File: config.mk
export PLATFORM = sky130hd
export DESIGN_NAME = arp_attr_regs
export DESIGN_NICKNAME = d
export VERILOG_FILES = /design/src/inc/arp_pkg.sv /design/src/hdl/arp_attr_regs.sv /design/src/hdl/arp_palette_map.sv
export SDC_FILE = /design/constraint.sdc
export NUM_CORES = 1
export LEC_CHECK = 0
export ABC_AREA = 0
export BUFFER_PORTS_ARGS = -buffer_cell sky130_fd_sc_hd__buf_2
export CORE_MARGIN = 10
export CORE_UTILIZATION = 45
export CTS_BUF_LIST = sky130_fd_sc_hd__clkbuf_4 sky130_fd_sc_hd__clkbuf_8 sky130_fd_sc_hd__clkbuf_16
export CTS_CLUSTER_DIAMETER = 200
export DETAILED_ROUTE_END_ITERATION = 10
export PLACE_DENSITY = 0.66
export SLEW_MARGIN = 0
export SYNTH_ARGS = -nofsm -noshare
export SYNTH_HDL_FRONTEND = slang
export SYNTH_SLANG_ARGS = --single-unit
File: constraint.sdc
create_clock -name clk_sys -period 4.8 [get_ports clk_sys]
set_input_delay 0.48 -clock clk_sys [delete_from_list [all_inputs] [get_ports clk_sys]]
set_output_delay 0.48 -clock clk_sys [all_outputs]
set_load 0.02 [all_outputs]
File: src/inc/arp_pkg.sv
// Summary of operation
// - one shared port reads the index and takes writes as index or data.
// - a separate data read port returns the currently indexed register, except that palette entries read zero while locked.
// - every write to the shared port flips the index/data flip-flop, except in a cycle that also reads input status one.
// - reading input status one forces the flip-flop to the index state.
// - the status address follows emulation: mono or color compatible address.
// - reading the data read port leaves the flip-flop unchanged.
// - index bits 4-0 select attribute register zero through twenty.
// - index bit 5 clear blanks video and opens the palette entries.
// - index bit 5 set enables video and locks the palette entries.
// - sixteen palette entries sit at indexes zero through fifteen.
// - each entry holds six low bits of an 8-bit color index.
// - color index top two bits come from color select bits 3 and 2.
// - mode bit 7 set takes color bits 5 and 4 from color select 1:0.
// - mode bit 7 clear takes color bits 5 and 4 from the entry.
package arp_pkg;
  localparam logic [15:0] PORT_SHARED    = 16'h03c0;
  localparam logic [15:0] PORT_DATA_RD   = 16'h03c1;
  localparam logic [15:0] PORT_STAT_MONO = 16'h03ba;
  localparam logic [15:0] PORT_STAT_CLR  = 16'h03da;
  localparam logic [4:0]  IDX_MODE       = 5'h10;
  localparam logic [4:0]  IDX_BORDER     = 5'h11;
  localparam logic [4:0]  IDX_PLANE      = 5'h12;
  localparam logic [4:0]  IDX_PAN        = 5'h13;
  localparam logic [4:0]  IDX_COLSEL     = 5'h14;
  localparam logic [4:0]  IDX_PAL_LAST   = 5'h0f;
  localparam logic [7:0]  IDX_WR_MASK    = 8'h3f;
  localparam logic [7:0]  PAL_MASK       = 8'h3f;
  localparam int          IDX_VIDEO_BIT  = 5;
  localparam int          MODE_SUBST_BIT = 7;
  localparam logic [7:0]  RESET_VAL      = 8'h00;
  localparam logic [7:0]  READ_ZERO      = 8'h00;

  typedef enum logic {
    FF_INDEX = 1'b0,
    FF_DATA  = 1'b1
  } arp_ff_e;

  typedef struct packed {
    logic        rd;
    logic        wr;
    logic [15:0] addr;
    logic [7:0]  wdata;
  } arp_io_s;

  typedef struct packed {
    logic [1:0] top;
    logic [1:0] subst;
    logic       substEn;
  } arp_colsel_s;
endpackage : arp_pkg

File: src/hdl/arp_attr_regs.sv
`timescale 1ns/100ps
module arp_attr_regs
  import arp_pkg::*;
#(
  parameter int NUM_PAL = 16
)
(
  input  wire logic       clk_sys,
  input  wire logic       reset,
  input  wire arp_io_s    io,
  input  wire logic       monoEmulation,
  input  wire logic [3:0] pixelValue,
  output logic      [7:0] rdData,
  output logic            rdValid,
  output logic            videoEnable,
  output logic      [7:0] colorIndexBits,
  output logic      [7:0] modeControl,
  output logic      [7:0] borderColor,
  output logic      [7:0] planeEnable,
  output logic      [7:0] horizontalPan
);
  arp_ff_e     ffState_reg;
  arp_ff_e     ffState_next;
  logic [7:0]  index_reg;
  logic [7:0]  palette_reg [NUM_PAL];
  logic [7:0]  colorSelect_reg;
  logic [7:0]  rdData_reg;
  logic        rdValid_reg;
  logic [7:0]  colorIndex_reg;

  wire logic        wrShared;
  wire logic        rdShared;
  wire logic        rdData_port;
  wire logic        rdStatus;
  wire logic [15:0] statusPort;
  wire logic        wrIndex;
  wire logic        wrData;
  wire logic [4:0]  selIdx;
  wire logic        palOpen;
  wire logic        selPal;
  wire logic        selValid;
  wire logic [7:0]  dataMux;
  wire logic [7:0]  rdNext;
  wire logic [7:0]  mappedColor;
  wire arp_colsel_s colSel;

  function automatic logic isPal(input logic [4:0] idx);
    isPal = (idx <= IDX_PAL_LAST);
  endfunction : isPal

  // the flip-flop reset address tracks the emulation strap
  assign statusPort  = monoEmulation ? PORT_STAT_MONO : PORT_STAT_CLR;
  assign wrShared    = io.wr && (io.addr == PORT_SHARED);
  assign rdShared    = io.rd && (io.addr == PORT_SHARED);
  assign rdData_port = io.rd && (io.addr == PORT_DATA_RD);
  assign rdStatus    = io.rd && (io.addr == statusPort);
  assign wrIndex     = wrShared && (ffState_reg == FF_INDEX);
  assign wrData      = wrShared && (ffState_reg == FF_DATA);
  assign selIdx      = index_reg[4:0];
  assign palOpen     = !index_reg[IDX_VIDEO_BIT];
  assign selPal      = isPal(selIdx);
  assign selValid    = selIdx <= IDX_COLSEL;

  // a status read wins over a simultaneous shared write: bus is not one-hot
  always_comb begin
    ffState_next = ffState_reg;
    if (rdStatus) begin
      ffState_next = FF_INDEX;
    end else if (wrShared) begin
      ffState_next = arp_ff_e'(~ffState_reg);
    end
  end

  assign dataMux =
    (selPal && palOpen)      ? palette_reg[selIdx[3:0]] :
    (selIdx == IDX_MODE)     ? modeControl :
    (selIdx == IDX_BORDER)   ? borderColor :
    (selIdx == IDX_PLANE)    ? planeEnable :
    (selIdx == IDX_PAN)      ? horizontalPan :
    (selIdx == IDX_COLSEL)   ? colorSelect_reg :
                               READ_ZERO;
  assign rdNext = rdShared ? index_reg : dataMux;

  always_ff @(posedge clk_sys or posedge reset) begin
    if (reset) begin
      ffState_reg <= FF_INDEX;
    end else begin
      ffState_reg <= ffState_next;
    end
  end

  always_ff @(posedge clk_sys or posedge reset) begin
    if (reset) begin
      index_reg <= RESET_VAL;
    end else if (wrIndex) begin
      index_reg <= io.wdata & IDX_WR_MASK;
    end
  end

  // palette locked while video is on, so scan-out never sees a torn entry
  genvar gi;
  generate
    for (gi = 0; gi < NUM_PAL; gi++) begin : gPal
      always_ff @(posedge clk_sys or posedge reset) begin
        if (reset) begin
          palette_reg[gi] <= RESET_VAL;
        end else if (wrData && palOpen && selIdx == 5'(gi)) begin
          palette_reg[gi] <= io.wdata & PAL_MASK;
        end
      end
    end
  endgenerate

  always_ff @(posedge clk_sys or posedge reset) begin
    if (reset) begin
      modeControl     <= RESET_VAL;
      borderColor     <= RESET_VAL;
      planeEnable     <= RESET_VAL;
      horizontalPan   <= RESET_VAL;
      colorSelect_reg <= RESET_VAL;
    end else if (wrData && selValid) begin
      if (selIdx == IDX_MODE)   modeControl     <= io.wdata;
      if (selIdx == IDX_BORDER) borderColor     <= io.wdata;
      if (selIdx == IDX_PLANE)  planeEnable     <= io.wdata;
      if (selIdx == IDX_PAN)    horizontalPan   <= io.wdata;
      if (selIdx == IDX_COLSEL) colorSelect_reg <= io.wdata;
    end
  end

  always_ff @(posedge clk_sys or posedge reset) begin
    if (reset) begin
      rdData_reg  <= RESET_VAL;
      rdValid_reg <= 1'b0;
    end else begin
      rdValid_reg <= rdShared || rdData_port;
      if (rdShared || rdData_port) begin
        rdData_reg <= rdNext;
      end
    end
  end
  assign rdData  = rdData_reg;
  assign rdValid = rdValid_reg;

  assign colSel.top     = colorSelect_reg[3:2];
  assign colSel.subst   = colorSelect_reg[1:0];
  assign colSel.substEn = modeControl[MODE_SUBST_BIT];

  arp_palette_map u_map (
    .entry      (palette_reg[pixelValue][5:0]),
    .sel        (colSel),
    .colorIndex (mappedColor)
  );

  // blanked output while host owns the palette
  always_ff @(posedge clk_sys or posedge reset) begin
    if (reset) begin
      colorIndex_reg <= RESET_VAL;
      videoEnable    <= 1'b0;
    end else begin
      videoEnable    <= !palOpen;
      colorIndex_reg <= palOpen ? RESET_VAL : mappedColor;
    end
  end
  assign colorIndexBits = colorIndex_reg;
endmodule : arp_attr_regs

File: src/hdl/arp_palette_map.sv
`timescale 1ns/100ps
// combinational color index formation from one palette entry
module arp_palette_map
  import arp_pkg::*;
(
  input  wire logic [5:0] entry,
  input  wire arp_colsel_s sel,
  output logic      [7:0] colorIndex
);
  wire logic [1:0] midBits;

  assign midBits    = sel.substEn ? sel.subst : entry[5:4];
  assign colorIndex = {sel.top, midBits, entry[3:0]};
endmodule : arp_palette_map

# After elaboration in Yosys (flattened, before gate mapping)

Cells that the tools add are included.

Register bits after elaboration: 161
Input port bits: 33
Output and inout port bits: 50
Logic and storage cells: 109

Magnitude comparators: 4
Equal/unequal tests: 23
Mux-type cells: 18
Bitwise logic cells: 3
Reduce and logical (&&, ||, !) cells: 34

Operators by type and width:

| operator                                                                | number |
|---|---|
| 8-bit two-way mux                                                       | 10 |
| 8-bit binary-select mux with 4-bit select                               | 2 |
| 5-bit by 4-bit equality test with 1-bit output, second input constant   | 8 |
| 16-bit by 10-bit equality test with 1-bit output, second input constant | 2 |
| 5-bit equality test, second input constant                              | 5 |
| 1-bit logical AND                                                       | 25 |
| 5-bit by 3-bit equality test with 1-bit output, second input constant   | 4 |
| 16-bit by 10-bit equality test with 1-bit output                        | 1 |
| 6-bit two-way mux                                                       | 2 |
| 5-bit by 2-bit equality test with 1-bit output, second input constant   | 2 |
| 5-bit >= comparator, second input constant                              | 2 |
| 4-bit NOT with 5-bit output                                             | 2 |
| 2-bit AND reduction                                                     | 5 |
| 7-bit two-way mux                                                       | 1 |
| 5-bit by 1-bit equality test with 1-bit output, second input constant   | 1 |
| 5-bit by 4-bit <= comparator with 1-bit output, second input constant   | 1 |
| 5-bit <= comparator, second input constant                              | 1 |
| 5-bit zero test                                                         | 1 |
| 1-bit two-way mux                                                       | 2 |
| 2-bit two-way mux                                                       | 1 |
| 2-bit nonzero test                                                      | 1 |
| 1-bit zero test                                                         | 1 |
| 1-bit logical OR                                                        | 1 |
| 1-bit NOT                                                               | 1 |

# Depth between registers and ports, before layout

Depth after elaboration: 8
Gate-level depth with buffers: 8
Depth with buffers taken out: 6

# Hierarchy

A second synthesis with hierarchy kept.

Cell total of the unflattened synthesis: 556
Area, all modules: 8,055.2 sq um

Modules (own cells, without submodules):

| module          | instances | cells each | area each (sq um) |
|---|---|---|---|
| arp_attr_regs   | 1         | 548        | 7,987.7 |
| arp_palette_map | 1         | 8          | 67.6 |

# Worst setup path after synthesis

Ideal clock, no wire load.

Path kind: in2reg
Start: in pixelValue[0]
End: reg colorIndex_reg[0] (netlist: colorIndexBits[0])
Setup time: 0.119 ns
Arrival: 2.083 ns
Data required time: 4.681 ns
Path slack: 2.598 ns
Stages: 5
Cells stage by stage: buf_2 buf_2 mux4_2 mux4_2 and2_1

Cells in the longest elaborated chain, start to end: 5

RTL lines:

| what                                                  | RTL line             | RTL |
|---|---|---|
| start: declaration                                    | arp_attr_regs.sv:12  | `input wire logic [3:0] pixelValue,` |
| 4-bit NOT with 5-bit output (not written as such)     | arp_attr_regs.sv:149 | `.entry (palette_reg[pixelValue][5:0]),` |
| 8-bit binary-select mux with 4-bit select             | arp_attr_regs.sv:149 |  |
| 6-bit two-way mux (not written as such) (2 in series) | arp_attr_regs.sv:149 |  |
| 8-bit two-way mux                                     | arp_attr_regs.sv:161 | `colorIndex_reg <= palOpen ? RESET_VAL : mappedColor;` |
| end signal: assignment                                | arp_attr_regs.sv:161 |  |
| end: declaration                                      | arp_attr_regs.sv:29  | `logic [7:0] colorIndex_reg;` |

No other way between the ends. The select of a mux whose other input is x is not followed.
A chain may end at the register's enable or synchronous reset.

# Worst setup path after layout

Start: reg index_reg[2]
End: reg planeEnable[7]

Cells in the longest elaborated chain, start to end: 3
Elaborated cells between the ends (all ways): 4

RTL lines:

| what                                   | RTL line             | RTL |
|---|---|---|
| start: declaration                     | arp_attr_regs.sv:24  | `logic [7:0] index_reg;` |
| start signal: assignment               | arp_attr_regs.sv:96  | `index_reg <= io.wdata & IDX_WR_MASK;` |
| 5-bit <= comparator                    | arp_attr_regs.sv:62  | `assign selValid = selIdx <= IDX_COLSEL;` |
| 1-bit logical AND                      | arp_attr_regs.sv:121 | `end else if (wrData && selValid) begin` |
| 2-bit AND reduction (no source line) * | --                   |  |
| end signal: assignment                 | arp_attr_regs.sv:124 | `if (selIdx == IDX_PLANE) planeEnable <= io.wdata;` |
| end: declaration                       | arp_attr_regs.sv:19  | `output logic [7:0] planeEnable,` |

Mark *: on every way between the ends. The rest lies on a longest branch, timed or not.

==> results.yml <==
finish:
  seq_area_mm2: 0.00403
  largest_reg_flops: 96
  nFillCells: 1536
  area_growth_pct: 13.0
  multi_input_area_mm2: 0.00417
  drive_gt1_share_pct: 51.3
  layoutNonFillerInstCount: 905
  n_antenna_cell: 0
  nNetsFinal: 691
clock_tree:
  hold_buffers: 0
  cts.path.max_buffers: 2
  cts_tree: "built"
  post_cts_buffers: 0
  clock_sinks: 161
  h-tree-depth: 4
  numCtsBuffers: 17
  path_clk_slew_ns: 0.07
  clockRootBuffer: "clkbuf_16"
  worstSkewPairLatency_ns: 0.43
  ctsResizeCount: 0
setup_path:
  critPathBufInv: 0
  crit_slowest_cell: "nor3b_2"
  cp-start-kind: "flop"
  path_cells: "nor3b_2 > and3_1 > nand3_1 > nor2_2 > mux2_2"
  cpPeakStageDelay_ns: 0.91
  end_kind: "flop"
  crit_type: "flop to flop"
  crit_path_max_fanout: 15
  crit_family: "simple AND/OR/NAND/NOR gates"
  required_ns: 5.12
  worstPathArrival_ns: 3.36
global_route:
  grt_usage_pct: 18.4
  grt_overflow: 0
  grt_pass1_vias: 5997
  grt_pass1_wl_um: 34700
  antenna_found_initial: 0
  grt_max_degree: 116
sta:
  worst_slack_ns: 1.76
  hold_viol: 0
  rsz0062_at_grt: "false"
  finClkSkew_ns: 0.00727
  finalCriticalPeriod_ns: 3.04
  fmax_mhz: 329
  finalCritPeriodShare_pct: 63.4
  worst_pin_slew_ns: 1.04
  holdWs_ns: 0.277
  relSlewSlack_pct: 30.5
  slew_viol_final: 0
  finalSetupViolCount: 0
  setup-tns-final_ns: 0
placement:
  port_buffers: 82
  place.gp.congestion: 0.869
  dp.cells: 873
  hpwl_um: 15100
  place_worst_setup_slack_ns: 1.78
synth:
  syn-mean-instance-area_um2: 14.1
  synthMostInstantiatedCell: "dfrtp_1"
  syn_nets: 634
  async_reset_ff_share_pct: 100
  synthCells: 601
  yosysSeqAreaShare_pct: 47.6
  synth-seq-cells: 161
  syn_area_mm2: 0.00846
  synth_flop_cell: "dfrtp_1"
  synth_top_cell_by_area: "dfrtp_1"
  ys_types: 57
  yosysWarnings: 0
  synth.top_cell.area_share_pct: 47.6
  synthTopCellsByCount: "dfrtp_1 (161), mux2_2 (142), mux4_2 (49), clkbuf_1 (23), nand2_1 (19)"
  synth_area_leaders: "dfrtp_1 (48%), mux2_2 (19%), mux4_2 (13%)"
  synth-edff-count: 0
power_and_ir_drop:
  finalPower_w: 0.00279
  ir_drop_mv: 0.258
  p_per_area_mw_per_mm2: 292
  p_leak_nw: 4.52
drt:
  wl_um: 22000
  ant_nets: 0
  drc: 0
  dr_total_vias: 5564
  drt-initial-drc-count: 527
  vias_per_cell: 6.15
  wl_per_cell_um: 24.4
  dr.pass1.iters: 5
floorplan:
  initial_core_util_pct: 45.5
  rows: 50
  dieArea_mm2: 0.0247
  fp.dieW_um: 157
  io_pins: 83
  fp.coreArea_mm2: 0.0186
  fp.dieH_um: 157
run:
  drv_cap: 0
run_status:
  status: "complete, no violations"
hold_path:
  min_path_type: "input port to async pin"
==> worst register-to-register path: stages, from the launching register on <==
cell     delay (ns)
dfrtp_1        0.58
nor3b_2        0.92
and3_1         0.29
nand3_1        0.20
nor2_2         0.54
mux2_2         0.42
==> report_power, final <==
group	internal (W)	leakage [nW]	switching, W	total (W)
combinational	0.0000253	1.98	0.0000745	0.0000998
clock	0.000772	0.284	0.000561	0.00133
sequential	0.00136	2.25	0.000000140	0.00136
==> through the flow <==
stage / utilization (%) / instance area [um2]
3_3_place_gp: 48.3 / 8970
3_5_place_dp: 48.3 / 8970
6_report: 51.4 / 9560
2_1_floorplan: - / 8460
5_1_grt: 51.4 / 9560
4_1_cts: 51.4 / 9560
==> layer usage <==
layer | up-vias | wire length [um] | track usage, %
met4 | 0 | 446 | 6.63
met5 | - | 0 | 0
met3 | 34 | 1480 | 4.28
met1 | 2912 | 9200 | 23.3
met2 | 231 | 10900 | 30.1
li1 | 2387 | - | -
==> cells by family (layout without fill, tap and decap cells) <==
group,count (synthesis),count (layout),share of synthesized area [%]
DFF,161,161,47.6
AOI/OAI and AO/OA,60,60,4.66
muxes,214,214,35.0
and+or+nand+nor,111,111,9.54
buffers and inverters,55,125,3.12
==> worst paths after layout <==
kind,startpoint,endpoint,slack [ns],depth (start not counted)
setup / recovery,index_reg[2],planeEnable[7],1.76,5
hold / removal,reset,palette_reg[82],0.28,2
setup reg to reg,index_reg[2],planeEnable[7],1.76,5
hold reg to reg,rdData[6],rdData[6],0.50,2
max in group asynchronous,reset,index_reg[1],3.39,3
min in group clk_sys,io[6],borderColor[6],0.35,2
==> area by class of cell <==
type | instances | area share [%]
inverter | 7 | 0.314
sequential | 161 | 42.2
clock inverter | 10 | 1.07
clock buffer | 22 | 5.04
multi-input combinational | 385 | 43.6
timing repair buffer | 86 | 4.74
tap | 234 | 3.06
==> placed cells by master (no fill, tap or decap), types with 5 or more instances in the layout <==
master and n:
o21ai_0 15, buf_2 82, mux2_4 6, nor2b_1 6, and2_1 6, nor2_1 15, clkbuf_16 17, a21oi_1 12
a211oi_1 5, nand2b_1 10, nand3_4 7, nand3_1 13, dfrtp_1 159, nand2_1 19, mux2_2 142, mux4_2 49
mux2i_1 16, inv_1 6
Power figures use the tool's default switching activity.
